[src/plao_pkg.sv]
// Constants for the port latch and alternate-output block
package plao_pkg;

  // ==========================================================
  // Widths
  localparam int unsigned PORT_W = 8;
  localparam int unsigned ADDR_W = 8;
  localparam int unsigned DATA_W = 32;

  // ==========================================================
  // Register byte offsets
  localparam logic [ADDR_W-1:0] OFS_PORT_LATCH   = 8'h00;
  localparam logic [ADDR_W-1:0] OFS_PORT_MODE    = 8'h04;
  localparam logic [ADDR_W-1:0] OFS_ANALOG_SEL   = 8'h08;
  localparam logic [ADDR_W-1:0] OFS_OPEN_DRAIN   = 8'h0C;
  localparam logic [ADDR_W-1:0] OFS_PIN_REDIRECT = 8'h10;
  localparam logic [ADDR_W-1:0] OFS_SER_OUT_EN   = 8'h14;
  localparam logic [ADDR_W-1:0] OFS_SER_OUT_LVL  = 8'h18;
  localparam logic [ADDR_W-1:0] OFS_CHAN_EN      = 8'h1C;
  localparam logic [ADDR_W-1:0] OFS_TMR_OUT_EN   = 8'h20;
  localparam logic [ADDR_W-1:0] OFS_TMR_OUT_LVL  = 8'h24;
  localparam logic [ADDR_W-1:0] OFS_CLK_OUT_SEL  = 8'h28;
  localparam logic [ADDR_W-1:0] OFS_PIN_LEVEL    = 8'h2C;

  // ==========================================================
  // Reset values
  localparam logic [PORT_W-1:0] RST_PORT_LATCH   = 8'h00;
  localparam logic [PORT_W-1:0] RST_PORT_MODE    = 8'hFF;
  localparam logic [PORT_W-1:0] RST_ANALOG_SEL   = 8'hFF;
  localparam logic [PORT_W-1:0] RST_OPEN_DRAIN   = 8'h00;
  localparam logic [PORT_W-1:0] RST_PIN_REDIRECT = 8'h00;
  localparam logic [PORT_W-1:0] RST_SER_OUT_EN   = 8'h00;
  localparam logic [PORT_W-1:0] RST_SER_OUT_LVL  = 8'hFF;
  localparam logic [PORT_W-1:0] RST_CHAN_EN      = 8'h00;
  localparam logic [PORT_W-1:0] RST_TMR_OUT_EN   = 8'h00;
  localparam logic [PORT_W-1:0] RST_TMR_OUT_LVL  = 8'h00;
  localparam logic [PORT_W-1:0] RST_CLK_OUT_SEL  = 8'h00;

  // ==========================================================
  // Field positions and pin wiring
  localparam int unsigned CLK_OUT_EN_BIT   = 0;
  localparam int unsigned REDIR_BUZ_BIT    = 0;
  localparam int unsigned BUZ_PIN_NORMAL   = 0;
  localparam int unsigned BUZ_PIN_REDIRECT = 4;
  // Pins that own a serial output, a non-serial output, an open-drain option
  localparam logic [PORT_W-1:0] HAS_SER_MASK = 8'h0F;
  localparam logic [PORT_W-1:0] HAS_NS_MASK  = 8'hFF;
  localparam logic [PORT_W-1:0] HAS_OD_MASK  = 8'hF0;

  // ==========================================================
  // Bus handshake phases
  typedef enum logic {BUS_WAIT, BUS_ANSWER} plao_bus_type;

endpackage : plao_pkg

[src/plao_sync_if.sv]
// Carrier between the pin synchroniser and the port core
interface plao_sync_if;
  import plao_pkg::*;
  logic [PORT_W-1:0] pin_raw;
  logic [PORT_W-1:0] pin_level;
  modport core (output pin_raw, input pin_level);
  modport sync (input pin_raw, output pin_level);
endinterface : plao_sync_if

[src/plao_port.sv]
// Port output latch, pin read-back and alternate output combining
module plao_port
  import plao_pkg::*;
(
  // Clock and control
  input  wire logic              clk,
  input  wire logic              sys_rst,
  input  wire logic              ce,
  // Avalon-MM slave
  input  wire logic [ADDR_W-1:0] avs_address,
  input  wire logic              avs_read,
  input  wire logic              avs_write,
  input  wire logic [DATA_W-1:0] avs_writedata,
  input  wire logic [3:0]        avs_byteenable,
  output logic      [DATA_W-1:0] avs_readdata,
  output logic                   avs_waitrequest,
  // Peripheral alternate outputs
  input  wire logic [PORT_W-1:0] serial_unit_out,
  input  wire logic [PORT_W-1:0] timer_unit_out,
  input  wire logic              clock_buzzer_output,
  // Pins
  input  wire logic [PORT_W-1:0] pin_in,
  output logic      [PORT_W-1:0] pin_out,
  output logic      [PORT_W-1:0] pin_oe,
  output logic      [PORT_W-1:0] analog_select_ctrl
);

  // ==========================================================
  // Registers
  logic [PORT_W-1:0] port_output_latch_r;
  logic [PORT_W-1:0] port_mode_r;
  logic [PORT_W-1:0] analog_sel_r;
  logic [PORT_W-1:0] open_drain_select_r;
  logic [PORT_W-1:0] pin_redirect_reg_r;
  logic [PORT_W-1:0] serial_out_enable_reg_r;
  logic [PORT_W-1:0] serial_out_level_reg_r;
  logic [PORT_W-1:0] channel_enable_status_reg_r;
  logic [PORT_W-1:0] timer_out_enable_reg_r;
  logic [PORT_W-1:0] timer_out_level_reg_r;
  logic [PORT_W-1:0] clock_out_select_reg_r;
  logic [DATA_W-1:0] readdata_r;
  logic [PORT_W-1:0] pin_out_r;
  logic [PORT_W-1:0] pin_oe_r;
  plao_bus_type      bus_r;
  logic              waitreq_r;

  // ==========================================================
  // Pin synchroniser
  plao_sync_if sif ();
  assign sif.pin_raw = pin_in;

  plao_pin_sync u_sync (
    .clk     (clk),
    .sys_rst (sys_rst),
    .ce      (ce),
    .sif     (sif)
  );

  // ==========================================================
  // Bus decode
  // Every access taken with ce high gets exactly one wait cycle: waitrequest is a flop,
  // so the answer cannot come in the request cycle itself.
  wire               req       = avs_read | avs_write;
  wire               answer    = (bus_r == BUS_ANSWER);
  wire               wr_en     = avs_write & answer & avs_byteenable[0];
  wire [ADDR_W-1:0]  wofs      = {avs_address[ADDR_W-1:2], 2'b00};
  wire [PORT_W-1:0]  wdat      = avs_writedata[PORT_W-1:0];
  wire               wr_latch  = wr_en & (wofs == OFS_PORT_LATCH);
  wire               wr_mode   = wr_en & (wofs == OFS_PORT_MODE);
  wire               wr_anl    = wr_en & (wofs == OFS_ANALOG_SEL);
  wire               wr_od     = wr_en & (wofs == OFS_OPEN_DRAIN);
  wire               wr_redir  = wr_en & (wofs == OFS_PIN_REDIRECT);
  wire               wr_soe    = wr_en & (wofs == OFS_SER_OUT_EN);
  wire               wr_sol    = wr_en & (wofs == OFS_SER_OUT_LVL);
  wire               wr_chen   = wr_en & (wofs == OFS_CHAN_EN);
  wire               wr_toe    = wr_en & (wofs == OFS_TMR_OUT_EN);
  wire               wr_tol    = wr_en & (wofs == OFS_TMR_OUT_LVL);
  wire               wr_cks    = wr_en & (wofs == OFS_CLK_OUT_SEL);

  // ==========================================================
  // Port read-back
  // Analog pins read as zero on the digital path
  wire [PORT_W-1:0]  pin_digital = sif.pin_level & ~analog_sel_r;
  // Output bits read the latch, input bits the pin; this read is also the
  // operand of a read-modify-write, so the write back lands in the latch.
  wire [PORT_W-1:0]  port_read   = (port_mode_r & pin_digital)
                                 | (~port_mode_r & port_output_latch_r);

  logic [PORT_W-1:0] rd_sel;
  always_comb begin
    unique case (wofs)
      OFS_PORT_LATCH:   rd_sel = port_read;
      OFS_PORT_MODE:    rd_sel = port_mode_r;
      OFS_ANALOG_SEL:   rd_sel = analog_sel_r;
      OFS_OPEN_DRAIN:   rd_sel = open_drain_select_r & HAS_OD_MASK;
      OFS_PIN_REDIRECT: rd_sel = pin_redirect_reg_r;
      OFS_SER_OUT_EN:   rd_sel = serial_out_enable_reg_r;
      OFS_SER_OUT_LVL:  rd_sel = serial_out_level_reg_r;
      OFS_CHAN_EN:      rd_sel = channel_enable_status_reg_r;
      OFS_TMR_OUT_EN:   rd_sel = timer_out_enable_reg_r;
      OFS_TMR_OUT_LVL:  rd_sel = timer_out_level_reg_r;
      OFS_CLK_OUT_SEL:  rd_sel = clock_out_select_reg_r;
      OFS_PIN_LEVEL:    rd_sel = sif.pin_level;
      default:          rd_sel = '0;
    endcase
  end

  wire [DATA_W-1:0]  readdata_nxt = {{(DATA_W-PORT_W){1'b0}}, rd_sel};

  // ==========================================================
  // Alternate output terms
  // Serial term: live data while channel and output are enabled,
  // otherwise the parked level bit, which resets high.
  wire [PORT_W-1:0]  ser_live  = serial_out_enable_reg_r & channel_enable_status_reg_r;
  wire [PORT_W-1:0]  ser_term  = (ser_live & serial_unit_out)
                               | (~ser_live & serial_out_level_reg_r);
  wire [PORT_W-1:0]  tmr_term  = (timer_out_enable_reg_r & timer_unit_out)
                               | (~timer_out_enable_reg_r & timer_out_level_reg_r);
  wire               buz_on    = clock_out_select_reg_r[CLK_OUT_EN_BIT] & clock_buzzer_output;
  wire               buz_redir = pin_redirect_reg_r[REDIR_BUZ_BIT];
  wire [PORT_W-1:0]  buz_vec   = buz_on ? (buz_redir ? PORT_W'(1) << BUZ_PIN_REDIRECT
                                                     : PORT_W'(1) << BUZ_PIN_NORMAL)
                                        : '0;

  // Absent sources fall to their neutral levels
  wire [PORT_W-1:0]  and_in    = ser_term | ~HAS_SER_MASK;
  wire [PORT_W-1:0]  or_in     = (tmr_term | buz_vec) & HAS_NS_MASK;
  wire [PORT_W-1:0]  od_sel    = open_drain_select_r & HAS_OD_MASK;
  wire [PORT_W-1:0]  combined  = (and_in & port_output_latch_r) | or_in;

  // Driver only in digital output mode; open-drain bits drive low only
  wire [PORT_W-1:0]  drive_en  = ~port_mode_r & ~analog_sel_r;
  wire [PORT_W-1:0]  oe_nxt    = drive_en & (~od_sel | ~combined);

  // ==========================================================
  // Bus handshake and read data
  // Waitrequest has a flop of its own, so the bus sees it straight
  // from a register and never through the phase decode.
  always_ff @(posedge clk) begin
    if (sys_rst) begin
      bus_r <= BUS_WAIT;
    end else if (ce) begin
      if (answer) begin
        bus_r <= BUS_WAIT;
      end else if (req) begin
        bus_r <= BUS_ANSWER;
      end
    end
  end

  always_ff @(posedge clk) begin
    if (sys_rst) begin
      waitreq_r <= 1'b1;
    end else if (ce) begin
      if (answer) begin
        waitreq_r <= 1'b1;
      end else if (req) begin
        waitreq_r <= 1'b0;
      end
    end
  end

  // Captured as the access is taken; stands until the next access
  always_ff @(posedge clk) begin
    if (sys_rst) begin
      readdata_r <= '0;
    end else if (ce && req && !answer) begin
      readdata_r <= readdata_nxt;
    end
  end

  // ==========================================================
  // Port latch
  // Writes land in the latch whatever the direction; nothing else moves it.
  always_ff @(posedge clk) begin
    if (sys_rst) begin
      port_output_latch_r <= RST_PORT_LATCH;
    end else if (ce && wr_latch) begin
      port_output_latch_r <= wdat;
    end
  end

  // ==========================================================
  // Control registers
  // One short block per register; each loads only on its own decoded write.
  always_ff @(posedge clk) begin
    if (sys_rst) begin
      port_mode_r <= RST_PORT_MODE;
    end else if (ce && wr_mode) begin
      port_mode_r <= wdat;
    end
  end

  always_ff @(posedge clk) begin
    if (sys_rst) begin
      analog_sel_r <= RST_ANALOG_SEL;
    end else if (ce && wr_anl) begin
      analog_sel_r <= wdat;
    end
  end

  always_ff @(posedge clk) begin
    if (sys_rst) begin
      open_drain_select_r <= RST_OPEN_DRAIN;
    end else if (ce && wr_od) begin
      open_drain_select_r <= wdat;
    end
  end

  always_ff @(posedge clk) begin
    if (sys_rst) begin
      pin_redirect_reg_r <= RST_PIN_REDIRECT;
    end else if (ce && wr_redir) begin
      pin_redirect_reg_r <= wdat;
    end
  end

  always_ff @(posedge clk) begin
    if (sys_rst) begin
      serial_out_enable_reg_r <= RST_SER_OUT_EN;
    end else if (ce && wr_soe) begin
      serial_out_enable_reg_r <= wdat;
    end
  end

  always_ff @(posedge clk) begin
    if (sys_rst) begin
      serial_out_level_reg_r <= RST_SER_OUT_LVL;
    end else if (ce && wr_sol) begin
      serial_out_level_reg_r <= wdat;
    end
  end

  always_ff @(posedge clk) begin
    if (sys_rst) begin
      channel_enable_status_reg_r <= RST_CHAN_EN;
    end else if (ce && wr_chen) begin
      channel_enable_status_reg_r <= wdat;
    end
  end

  always_ff @(posedge clk) begin
    if (sys_rst) begin
      timer_out_enable_reg_r <= RST_TMR_OUT_EN;
    end else if (ce && wr_toe) begin
      timer_out_enable_reg_r <= wdat;
    end
  end

  always_ff @(posedge clk) begin
    if (sys_rst) begin
      timer_out_level_reg_r <= RST_TMR_OUT_LVL;
    end else if (ce && wr_tol) begin
      timer_out_level_reg_r <= wdat;
    end
  end

  always_ff @(posedge clk) begin
    if (sys_rst) begin
      clock_out_select_reg_r <= RST_CLK_OUT_SEL;
    end else if (ce && wr_cks) begin
      clock_out_select_reg_r <= wdat;
    end
  end

  // ==========================================================
  // Pin drivers
  // Registered so every output is a flop; pins follow settings one cycle late.
  always_ff @(posedge clk) begin
    if (sys_rst) begin
      pin_out_r <= '0;
      pin_oe_r  <= '0;
    end else if (ce) begin
      pin_out_r <= combined;
      pin_oe_r  <= oe_nxt;
    end
  end

  assign avs_readdata       = readdata_r;
  assign avs_waitrequest    = waitreq_r;
  assign pin_out            = pin_out_r;
  assign pin_oe             = pin_oe_r;
  assign analog_select_ctrl = analog_sel_r;

endmodule // plao_port

[src/plao_pin_sync.sv]
// Three-stage pin input synchroniser with agreement filter
module plao_pin_sync
  import plao_pkg::*;
(
  // Clock and control
  input wire logic  clk,
  input wire logic  sys_rst,
  input wire logic  ce,
  // Pin levels
  plao_sync_if.sync sif
);

  logic [PORT_W-1:0] s1_r;
  logic [PORT_W-1:0] s2_r;
  logic [PORT_W-1:0] s3_r;
  logic [PORT_W-1:0] level_r;
  logic [PORT_W-1:0] agree;
  logic [PORT_W-1:0] level_nxt;

  // A bit changes only once the second and third stages agree
  assign agree     = ~(s2_r ^ s3_r);
  assign level_nxt = (agree & s3_r) | (~agree & level_r);
  assign sif.pin_level = level_r;

  always_ff @(posedge clk) begin
    if (sys_rst) begin
      s1_r    <= '0;
      s2_r    <= '0;
      s3_r    <= '0;
      level_r <= '0;
    end else if (ce) begin
      s1_r    <= sif.pin_raw;
      s2_r    <= s1_r;
      s3_r    <= s2_r;
      level_r <= level_nxt;
    end
  end

endmodule // plao_pin_sync

[config.mk]
export PLATFORM = sky130hd
export DESIGN_NAME = plao_port
export DESIGN_NICKNAME = d
export VERILOG_FILES = /design/src/plao_pkg.sv /design/src/plao_sync_if.sv /design/src/plao_port.sv /design/src/plao_pin_sync.sv
export SDC_FILE = /design/constraint.sdc
export NUM_CORES = 1
export LEC_CHECK = 0
export BUFFER_PORTS_ARGS = -buffer_cell sky130_fd_sc_hd__buf_2
export CELL_PAD_IN_SITES_DETAIL_PLACEMENT = 1
export CELL_PAD_IN_SITES_GLOBAL_PLACEMENT = 1
export CORE_MARGIN = 1
export CORE_UTILIZATION = 44
export CTS_BUF_LIST = sky130_fd_sc_hd__clkbuf_8
export CTS_CLUSTER_DIAMETER = 60
export DETAILED_ROUTE_END_ITERATION = 7
export HOLD_SLACK_MARGIN = 0.06
export PLACE_DENSITY_LB_ADDON = 0.1
export SYNTH_ARGS = -nofsm -noshare
export SYNTH_HDL_FRONTEND = slang
export SYNTH_SLANG_ARGS = --single-unit
[constraint.sdc]
create_clock -name clk -period 2.2 [get_ports clk]
set_input_delay 0.33 -clock clk [delete_from_list [all_inputs] [get_ports clk]]
set_output_delay 0.33 -clock clk [all_outputs]
set_load 0.01 [all_outputs]
==> results of run 1 <==
==> flip-flops by register name, indices dropped and copies added (netlist names), named ones only <==
signal	count
analog_select_ctrl	8
answer	1
avs_readdata	8
avs_waitrequest	1
channel_enable_status_reg_r	8
clock_out_select_reg_r	8
open_drain_select_r	4
pin_oe	8
pin_out	8
pin_redirect_reg_r	8
port_mode_r	8
port_output_latch_r	8
serial_out_enable_reg_r	8
serial_out_level_reg_r	8
timer_out_enable_reg_r	8
timer_out_level_reg_r	8
u_sync.s1_r	8
u_sync.s2_r	8
u_sync.s3_r	8
==> worst paths after layout <==
path / from / end / cells past startpoint
min reg2reg: u_sync.s3_r[4] / flip-flop / 2
max: answer / analog_select_ctrl[0] / 6
min: pin_in[4] / u_sync.s1_r[4] / 3
max reg2reg: answer / analog_select_ctrl[0] / 6
==> cell usage in the layout (no fill, tap or decap), types with 3 or more instances in the layout <==
master and n:
buf_4 25, a311oi_1 4, nor2_1 109, clkbuf_8 18, a21o_1 9, a22oi_1 5, clkinvlp_4 6, a21oi_1 22
o21ai_0 15, nor4b_1 3, mux2_2 5, o211ai_1 9, dfxtp_1 142, a22o_1 4, bufinv_16 3, buf_12 5
nand2b_1 5, nor3_4 7, conb_1 24, mux2i_1 95, inv_1 11, clkinv_2 3, nor3_1 5, buf_2 72
a221o_1 7, a32oi_1 3, nor4_4 3, a211oi_1 10, nand2_1 29, mux4_2 16, mux2_1 3, a211o_1 18
nor2b_1 29
==> metrics by stage <==
step	worst slack (ns)	hold WS, ns	utilization (%)	area [um^2]
after global placement	0.0932	0.440	48.9	7110
after CTS	0.444	0.0900	51.8	7530
after detailed placement	0.0225	0.459	48.9	7110
final	0.454	0.112	51.8	7530
after global routing	0.330	0.102	51.8	7530
after floorplan	0.253	0.436	-	6620
==> kinds of logic (layout without fill, tap and decap cells) <==
family / count (synthesis) / after routing / share of synthesized area, %
and+or+nand+nor: 201 / 201 / 16.1
DFF: 142 / 142 / 43.5
muxes: 119 / 119 / 21.5
AOI/OAI and AO/OA: 113 / 113 / 12.3
buffers and inverters: 81 / 145 / 6.51
other: 1 / 24 / 0.0574
==> layer usage <==
layer | global-route usage (%) | share of wire, % | vias to the layer above | wire (um)
met2 | 41.5 | 50 | 119 | 8670
met1 | 29.3 | 44 | 2576 | 7650
met5 | 0 | 0 | - | 0
met4 | 8.73 | 2.0 | 0 | 350
li1 | - | - | 2434 | -
met3 | 5.04 | 3.8 | 22 | 661
==> power by group through the flow <==
| stage | logic, mW | clock network [mW] | registers [mW] |
|---|---|---|---|
| final | 0.353 | 2.19 | 2.61 |
| after global routing | 0.386 | 2.35 | 2.62 |
| after CTS | 0.355 | 2.24 | 2.61 |
| after detailed placement | 0.354 | 0 | 2.67 |
| after global placement | 0.342 | 0 | 2.67 |
| after floorplan | 0.262 | 0 | 2.67 |
==> cell type report <==
type,instances,area (um^2),area share (%)
sequential,142,2840,37.8
clock buffer,18,248,3.29
multi-input combinational,457,3350,44.5
timing repair buffer,102,648,8.61
inverter,11,41.3,0.548
tap,184,230,3.06
clock inverter,14,168,2.23
==> worst max-delay path, stage by stage, from the launching register on <==
cell and delay [ns]:
dfxtp_1 0.43, nand4_1 0.14, buf_4 0.25, nor3_4 0.19, buf_4 0.25, nor2b_1 0.08
a211o_1 0.27
==> flow_metrics.env, run 1 <==
export IMPL_synth_most_common_cell="dfxtp_1"
export IMPL_dp_cells=896
export IMPL_grt_pass1_vias=5271
export IMPL_vias=5151
export IMPL_maxSlewViolCount=0
export IMPL_antenna_found_initial=0
export IMPL_r2r_slack_ns=0.45
export IMPL_synth_distinct_cells=45
export IMPL_clk_pin_slew_ns=0.09
export IMPL_yosysTopAreaCell="dfxtp_1"
export IMPL_htreeDepth=4
export IMPL_synthDominantCellAreaShare_pct=43.5
export IMPL_power_density_nw_per_um2=685
export IMPL_fin_worst_skew_ns=0.00905
export IMPL_diodes=0
export IMPL_track_usage_pct=24.0
export IMPL_hold_viol_final=0
export IMPL_grt_pass1_wl_um=27300
export IMPL_total_leakage_power_nw=2.89
export IMPL_synth_cells=657
export IMPL_rsz0062_at_grt="no"
export IMPL_syn_area_um2=6530
export IMPL_finalCritPeriodShare_pct=79.4
export IMPL_die_w_um=124
export IMPL_io_pin_count=131
export IMPL_combPwrFrac_pct=6.8
export IMPL_swShare_pct=25.0
export IMPL_worst_slew_pin_slew_ns=0.633
export IMPL_max_vdd_ir_drop_mv=0.340
export IMPL_fmax_mhz=573
export IMPL_drcViolationCount=0
export IMPL_finalNetCount=805
export IMPL_gp_congestion=0.831
export IMPL_maxSlewHeadroom_pct=57.8
export IMPL_cts_num_sinks=142
export IMPL_fp_dieH_um=124
export IMPL_p_int_mw=3.86
export IMPL_cts_path_max_buffers=2
export IMPL_critPathKind="flip-flop to flip-flop"
export IMPL_initial_utilization_pct=44.9
export IMPL_nFillCells=1666
export IMPL_critPathMaxFanout=16
export IMPL_clock_latency_ns=0.46
export IMPL_synth_seq_cells=142
export IMPL_setup_tns_final_ns=0
export IMPL_cp_data_arrival_time_ns=2.09
export IMPL_hp_class="input pin to flip-flop"
export IMPL_worstPathRequired_ns=2.54
export IMPL_dieArea_um2=15300
export IMPL_setup_violations=0
export IMPL_drtAntennaViolNets=0
export IMPL_fin_crit_ns=1.75
export IMPL_core_area_um2=14500
export IMPL_power_switching_mw=1.29
export IMPL_cts_setup_buffers=0
export IMPL_synth_warnings=0
export IMPL_seq_area_frac_synth_pct=43.5
export IMPL_pwr_share_seq_pct=50.7
export IMPL_synth_edf_count=0
export IMPL_wl_per_cell_um=18.7
export IMPL_cts_tree="yes"
export IMPL_via_per_inst=5.55
export IMPL_port_buffer_count=73
export IMPL_synth_top_flop_cell="dfxtp_1"
export IMPL_grt_ovfl_total=0
export IMPL_layout_drive_gt1_share_pct=22.6
export IMPL_dp_hpwl_um=12400
export IMPL_first_pass_iters=4
export IMPL_layout_cells_non_filler=928
export IMPL_area_delta_synth_final_pct=15.2
export IMPL_grt_max_degree=132
export IMPL_cts_resized=0
export IMPL_wirelength_um=17300
export IMPL_status="finished, final reports clean"
export IMPL_ys_async_sr_fraction_pct=0
export IMPL_end_kind="flip-flop"
export IMPL_p_total_mw=5.15
export IMPL_cp_start_kind="flip-flop"
export IMPL_num_rows=44
export IMPL_max_cap_violations=0
export IMPL_synth_area_leaders="dfxtp_1 (44%), mux2i_1 (15%), nor2_1 (6.3%), mux4_2 (5.5%), buf_4 (3.0%)"
export IMPL_ctsHoldBuffers=0
export IMPL_pwr_share_clk_pct=42.5
export IMPL_cts_buffers=17
export IMPL_synth_avg_cell_area_um2=9.94
export IMPL_cts_root_buffer="clkbuf_8"
export IMPL_drtIter0Drc=253
export IMPL_synth_top_cells_by_count="dfxtp_1 (142), nor2_1 (109), mux2i_1 (95)"
Power figures use the tool's default switching activity.
==> inputs of run 2 (changes only) <==
==> constraint.sdc (replaced) <==
create_clock -name clk -period 1.7 [get_ports clk]
set_input_delay 0.255 -clock clk [delete_from_list [all_inputs] [get_ports clk]]
set_output_delay 0.255 -clock clk [all_outputs]
set_load 0.01 [all_outputs]
==> flow_metrics.env, run 2 (synthesized netlist as in run 1, its figures left out) <==
export IMPL_grt_pass1_vias=5379
export IMPL_clock_latency_ns=0.45
export IMPL_dp_cells=923
export IMPL_max_cap_violations=0
export IMPL_gr_usage_met1_pct=31.1
export IMPL_gp_congestion=0.840
export IMPL_dp_hpwl_um=13300
export IMPL_cp_data_arrival_time_ns=2.03
export IMPL_fin_crit_ns=1.64
export IMPL_layout_drive_gt1_share_pct=25.2
export IMPL_grt_max_degree=90
export IMPL_setup_violations=0
export IMPL_grt_ovfl_total=0
export IMPL_hp_start="avs_writedata[0]"
export IMPL_layout_cells_non_filler=963
export IMPL_cts_tree="yes"
export IMPL_final_cell_mix="dfxtp_1 (142), nor2_1 (109), mux2i_1 (95)"
export IMPL_dieArea_um2=15300
export IMPL_finalNetCount=840
export IMPL_finalCritPeriodShare_pct=96.3
export IMPL_busiest_layer="met2"
export IMPL_io_pin_count=131
export IMPL_hold_depth=2
export IMPL_worstReg2RegStart="answer"
export IMPL_vias=5309
export IMPL_initial_utilization_pct=44.9
export IMPL_core_area_um2=14500
export IMPL_maxSlewViolCount=0
export IMPL_cts_num_sinks=142
export IMPL_fp_dieH_um=124
export IMPL_grt_pass1_wl_um=29200
export IMPL_fin_worst_skew_ns=0.00816
export IMPL_cts_buffers=17
export IMPL_htreeDepth=4
export IMPL_worst_slew_pin_slew_ns=0.571
export IMPL_drtAntennaViolNets=0
export IMPL_r2r_slack_ns=0.06
export IMPL_via_per_inst=5.51
export IMPL_use_met2_pct=45.5
export IMPL_hp_class="input pin to flip-flop"
export IMPL_critPathKind="flip-flop to flip-flop"
export IMPL_max_vdd_ir_drop_mv=0.407
export IMPL_drcViolationCount=0
export IMPL_min_to="serial_out_level_reg_r[0]"
export IMPL_wl_per_cell_um=19.8
export IMPL_track_usage_pct=26.0
export IMPL_setup_tns_final_ns=0
export IMPL_critPathMaxFanout=5
export IMPL_p_total_mw=7.19
export IMPL_area_delta_synth_final_pct=22.9
export IMPL_total_leakage_power_nw=3.16
export IMPL_cts_setup_buffers=0
export IMPL_end_kind="flip-flop"
export IMPL_die_w_um=124
export IMPL_cp_start_kind="flip-flop"
export IMPL_port_buffer_count=73
export IMPL_reg2reg_to="avs_readdata[2]"
export IMPL_diodes=0
export IMPL_met3_usage_pct=5.22
export IMPL_worstRegToRegCells=3
export IMPL_cts_root_buffer="clkbuf_8"
export IMPL_fmax_mhz=611
export IMPL_status="finished, final reports clean"
export IMPL_num_rows=44
export IMPL_power_density_nw_per_um2=896
export IMPL_wirelength_um=19000
export IMPL_worstPathRequired_ns=2.09
export IMPL_first_pass_iters=4
export IMPL_final_common_cell="dfxtp_1"
export IMPL_clk_pin_slew_ns=0.08
export IMPL_drtIter0Drc=232
export IMPL_rsz0062_at_grt="yes"
export IMPL_antenna_found_initial=0
export IMPL_maxSlewHeadroom_pct=61.9
export IMPL_cts_path_max_buffers=2
export IMPL_hold_viol_final=0
## run 2: final cells by class
class                           instances  area [um^2]
Fill cell                            1612         6510
Timing Repair Buffer                  137         1060
Multi-Input combinational cell        457         3370
Sequential cell                       142         2840
Clock buffer                           20          275
Tap cell                              184          230
Inverter                               11         41.3
Clock inverter                         12          214
## run 2: routing by layer
layer / share of wire, % / routed length, um
met2: 52 / 9800
met1: 42 / 8010
met5: 0 / 0
met3: 4.6 / 882
met4: 1.8 / 337
## run 2: worst max path at each step
stage	start	end	slack (ns)	depth (start not counted)
finish	answer	avs_readdata[2]	0.06	3
global route	answer	port_output_latch_r[1]	-0.002	6
CTS	answer	avs_readdata[3]	0.03	3
detailed placement	avs_address[2]	avs_readdata[1]	-0.31	7
global placement	avs_address[2]	avs_readdata[1]	-0.33	7
floorplan	avs_address[7]	pin_redirect_reg_r[7]	-0.16	6
## run 2: power by group
group,total (mW),internal (mW),leakage [nW],switching (mW)
sequential,3.38,3.36,1.15,0.0224
combinational,0.520,0.203,1.76,0.318
clock,3.29,2.00,0.246,1.29
total,7.19,5.56,3.16,1.63
## run 2: per-stage QoR
stage	area, um^2	util (%)	hold slack (ns)	setup WS [ns]
2_1_floorplan	6650	-	0.373	-0.164
3_3_place_gp	7450	51.2	0.440	-0.330
3_5_place_dp	7450	51.2	0.452	-0.312
4_1_cts	8020	55.2	0.156	0.0313
5_1_grt	8030	55.2	0.174	-0.00211
6_report	8030	55.2	0.178	0.0632
## run 2: repair_timing
action | CTS | global route
endpoints found under the setup margin | 1 | 2
resized for setup | 1 | 1
hold endpoints to repair | 8 | 0
hold buffers | 8 | 0
## run 2: worst max-delay path: stages, from the launching register on
cell      delay [ns]
dfxtp_1         0.33
or4_1           0.71
a211oi_1        0.37
a221o_1         0.17
==> inputs of run 3 (changes only) <==
--- a/config.mk
+++ b/config.mk
@@ -5,11 +5,12 @@
 export SDC_FILE = /design/constraint.sdc
 export NUM_CORES = 1
 export LEC_CHECK = 0
+export ABC_AREA = 1
 export BUFFER_PORTS_ARGS = -buffer_cell sky130_fd_sc_hd__buf_2
 export CELL_PAD_IN_SITES_DETAIL_PLACEMENT = 1
 export CELL_PAD_IN_SITES_GLOBAL_PLACEMENT = 1
 export CORE_MARGIN = 1
-export CORE_UTILIZATION = 44
+export CORE_UTILIZATION = 41
 export CTS_BUF_LIST = sky130_fd_sc_hd__clkbuf_8
 export CTS_CLUSTER_DIAMETER = 60
 export DETAILED_ROUTE_END_ITERATION = 7
==> flow_metrics.env, run 3 <==
export IMPL_place_area_um2=6950
export IMPL_layout_cells_non_filler=1163
export IMPL_synth_top_cells_by_count="nand2_1 (161), dfxtp_1 (142), o21ai_0 (106)"
export IMPL_swShare_pct=23.7
export IMPL_final_cell_mix="nand2_1 (160), dfxtp_1 (142), o21ai_0 (106)"
export IMPL_crit_end="timer_out_level_reg_r[0]"
export IMPL_max_vdd_ir_drop_mv=0.567
export IMPL_status="finished, final reports clean"
export IMPL_synth_avg_cell_area_um2=7.31
export IMPL_cp_start_kind="flip-flop"
export IMPL_cts_num_sinks=142
export IMPL_hold_viol_final=0
export IMPL_layout_drive_gt1_share_pct=17.0
export IMPL_worst_slew_pin_slew_ns=0.534
export IMPL_diodes=0
export IMPL_pwr_share_clk_pct=45.9
export IMPL_reg2reg_to="timer_out_level_reg_r[0]"
export IMPL_syn_area_um2=6400
export IMPL_ys_async_sr_fraction_pct=0
export IMPL_first_pass_iters=5
export IMPL_end_kind="flip-flop"
export IMPL_grt_pass1_wl_um=33500
export IMPL_hp_class="input pin to flip-flop"
export IMPL_synth_cells=875
export IMPL_wirelength_um=21100
export IMPL_fin_crit_ns=1.57
export IMPL_p_int_mw=5.55
export IMPL_area_delta_synth_final_pct=17.6
export IMPL_max_cap_violations=0
export IMPL_final_common_cell="nand2_1"
export IMPL_dp_cells=1124
export IMPL_setup_violations=0
export IMPL_die_w_um=127
export IMPL_synth_warnings=0
export IMPL_track_usage_pct=27.3
export IMPL_cts_path_max_buffers=2
export IMPL_via_per_inst=5.37
export IMPL_synth_area_leaders="dfxtp_1 (44%), nand2_1 (9.4%), o21ai_0 (8.3%), a21oi_1 (7.9%), nand3_1 (5.5%)"
export IMPL_pwr_share_seq_pct=47.0
export IMPL_grt_pass1_vias=6234
export IMPL_core_area_um2=15200
export IMPL_crit_path_start="answer"
export IMPL_fmax_mhz=638
export IMPL_wl_per_cell_um=18.2
export IMPL_critPathKind="flip-flop to flip-flop"
export IMPL_drtAntennaViolNets=0
export IMPL_dp_worst_setup_slack_ns=-0.0731
export IMPL_power_switching_mw=1.72
export IMPL_clk_pin_slew_ns=0.08
export IMPL_grt_ovfl_total=0
export IMPL_cts_setup_buffers=0
export IMPL_synth_edf_count=0
export IMPL_port_buffer_count=73
export IMPL_finalNetCount=1037
export IMPL_synth_top_flop_cell="dfxtp_1"
export IMPL_seq_area_frac_synth_pct=44.4
export IMPL_vias=6244
export IMPL_finalCritPeriodShare_pct=92.1
export IMPL_power_density_nw_per_um2=965
export IMPL_initial_utilization_pct=42.1
export IMPL_cts_tree="yes"
export IMPL_num_rows=45
export IMPL_combPwrFrac_pct=7.1
export IMPL_rsz0062_at_grt="no"
export IMPL_total_leakage_power_nw=3.50
export IMPL_synthDominantCellAreaShare_pct=44.4
export IMPL_setup_tns_final_ns=0
export IMPL_synth_seq_cells=142
export IMPL_cp_data_arrival_time_ns=1.95
export IMPL_worstPathRequired_ns=2.08
export IMPL_drcViolationCount=0
export IMPL_cts_buffers=17
export IMPL_dieArea_um2=16100
export IMPL_antenna_found_initial=0
export IMPL_htreeDepth=4
export IMPL_worstRegToRegCells=6
export IMPL_io_pin_count=131
export IMPL_fin_ws_ns=0.134
export IMPL_drtIter0Drc=373
export IMPL_clock_latency_ns=0.46
export IMPL_grt_max_degree=116
export IMPL_hold_depth=3
export IMPL_dp_hpwl_um=15200
export IMPL_nFillCells=1983
export IMPL_synth_most_common_cell="nand2_1"
export IMPL_cts_root_buffer="clkbuf_8"
export IMPL_maxSlewHeadroom_pct=64.4
export IMPL_final_area_um2=7530
export IMPL_yosysTopAreaCell="dfxtp_1"
export IMPL_r2r_slack_ns=0.13
export IMPL_gp_congestion=0.846
export IMPL_critPathMaxFanout=8
export IMPL_synth_distinct_cells=30
export IMPL_fp_dieH_um=127
export IMPL_worstReg2RegStart="answer"
export IMPL_maxSlewViolCount=0
export IMPL_fin_worst_skew_ns=0.0135
## run 3: layout make-up
cell class	instances	area [um^2]	share of cell area (%)
Timing Repair Buffer	115	713	9.47
Clock inverter	11	214	2.84
Clock buffer	20	275	3.66
Inverter	62	235	3.12
Sequential cell	142	2840	37.8
Tap cell	188	235	3.12
Multi-Input combinational cell	625	3010	40.0
## run 3: critical path, cell delays in order, from the launching register on
cell,delay [ns]
dfxtp_1,0.45
nand4_4,0.15
inv_2,0.23
nand2_2,0.19
inv_2,0.17
o21ai_0,0.11
a21oi_1,0.18
## run 3: worst min-delay path by stage
stage	start	to	slack, ns
after detailed placement	channel_enable_status_reg_r[5]	channel_enable_status_reg_r[5]	0.45
after global placement	channel_enable_status_reg_r[5]	channel_enable_status_reg_r[5]	0.44
final	avs_writedata[1]	channel_enable_status_reg_r[1]	0.11
after floorplan	pin_in[0]	u_sync.s1_r[0]	0.39
after global routing	avs_writedata[7]	timer_out_level_reg_r[7]	0.13
after CTS	avs_writedata[1]	channel_enable_status_reg_r[1]	0.09
## run 3: kinds of logic (layout without fill, tap and decap cells)
| kind of cell | after synthesis | in the layout | share of synthesized area (%) |
|---|---|---|---|
| AND/OR/NAND/NOR | 349 | 349 | 24.1 |
| other | 1 | 24 | 0.0586 |
| AO/OA/AOI/OAI | 249 | 249 | 21.0 |
| multiplexers | 3 | 3 | 0.469 |
| buffers and inverters | 131 | 208 | 10.0 |
| flip-flops | 142 | 142 | 44.4 |
## run 3: routing by layer
layer / global-route usage (%) / routed length (um) / up-vias
met5: 0 / 0 / -
met4: 10.0 / 325 / 0
met3: 4.60 / 810 / 22
met2: 47.2 / 10500 / 150
met1: 34.1 / 9460 / 3000
li1: - / - / 3072
## run 3: power groups by stage
stage / Sequential (mW) / Combinational [mW] / Clock [mW]
final: 3.41 / 0.516 / 3.34
after global routing: 3.42 / 0.569 / 3.54
after CTS: 3.41 / 0.515 / 3.40
after detailed placement: 3.49 / 0.496 / 0
after global placement: 3.49 / 0.486 / 0
after floorplan: 3.49 / 0.316 / 0
## run 3: per-stage QoR
| step | power [mW] | utilization (%) | hold slack (ns) |
|---|---|---|---|
| global route | 7.53 | 49.5 | 0.129 |
| floorplan | 3.81 | - | 0.390 |
| detailed placement | 3.99 | 45.7 | 0.452 |
| global placement | 3.97 | 45.7 | 0.441 |
| finish | 7.27 | 49.5 | 0.109 |
| CTS | 7.32 | 49.4 | 0.0904 |
## run 3: timing repair
item                                    in CTS  in global routing
resized for setup                            0                  3
endpoints found under the hold margin        8                  0
endpoints found under the setup margin       0                 10
hold buffers                                 8                  0
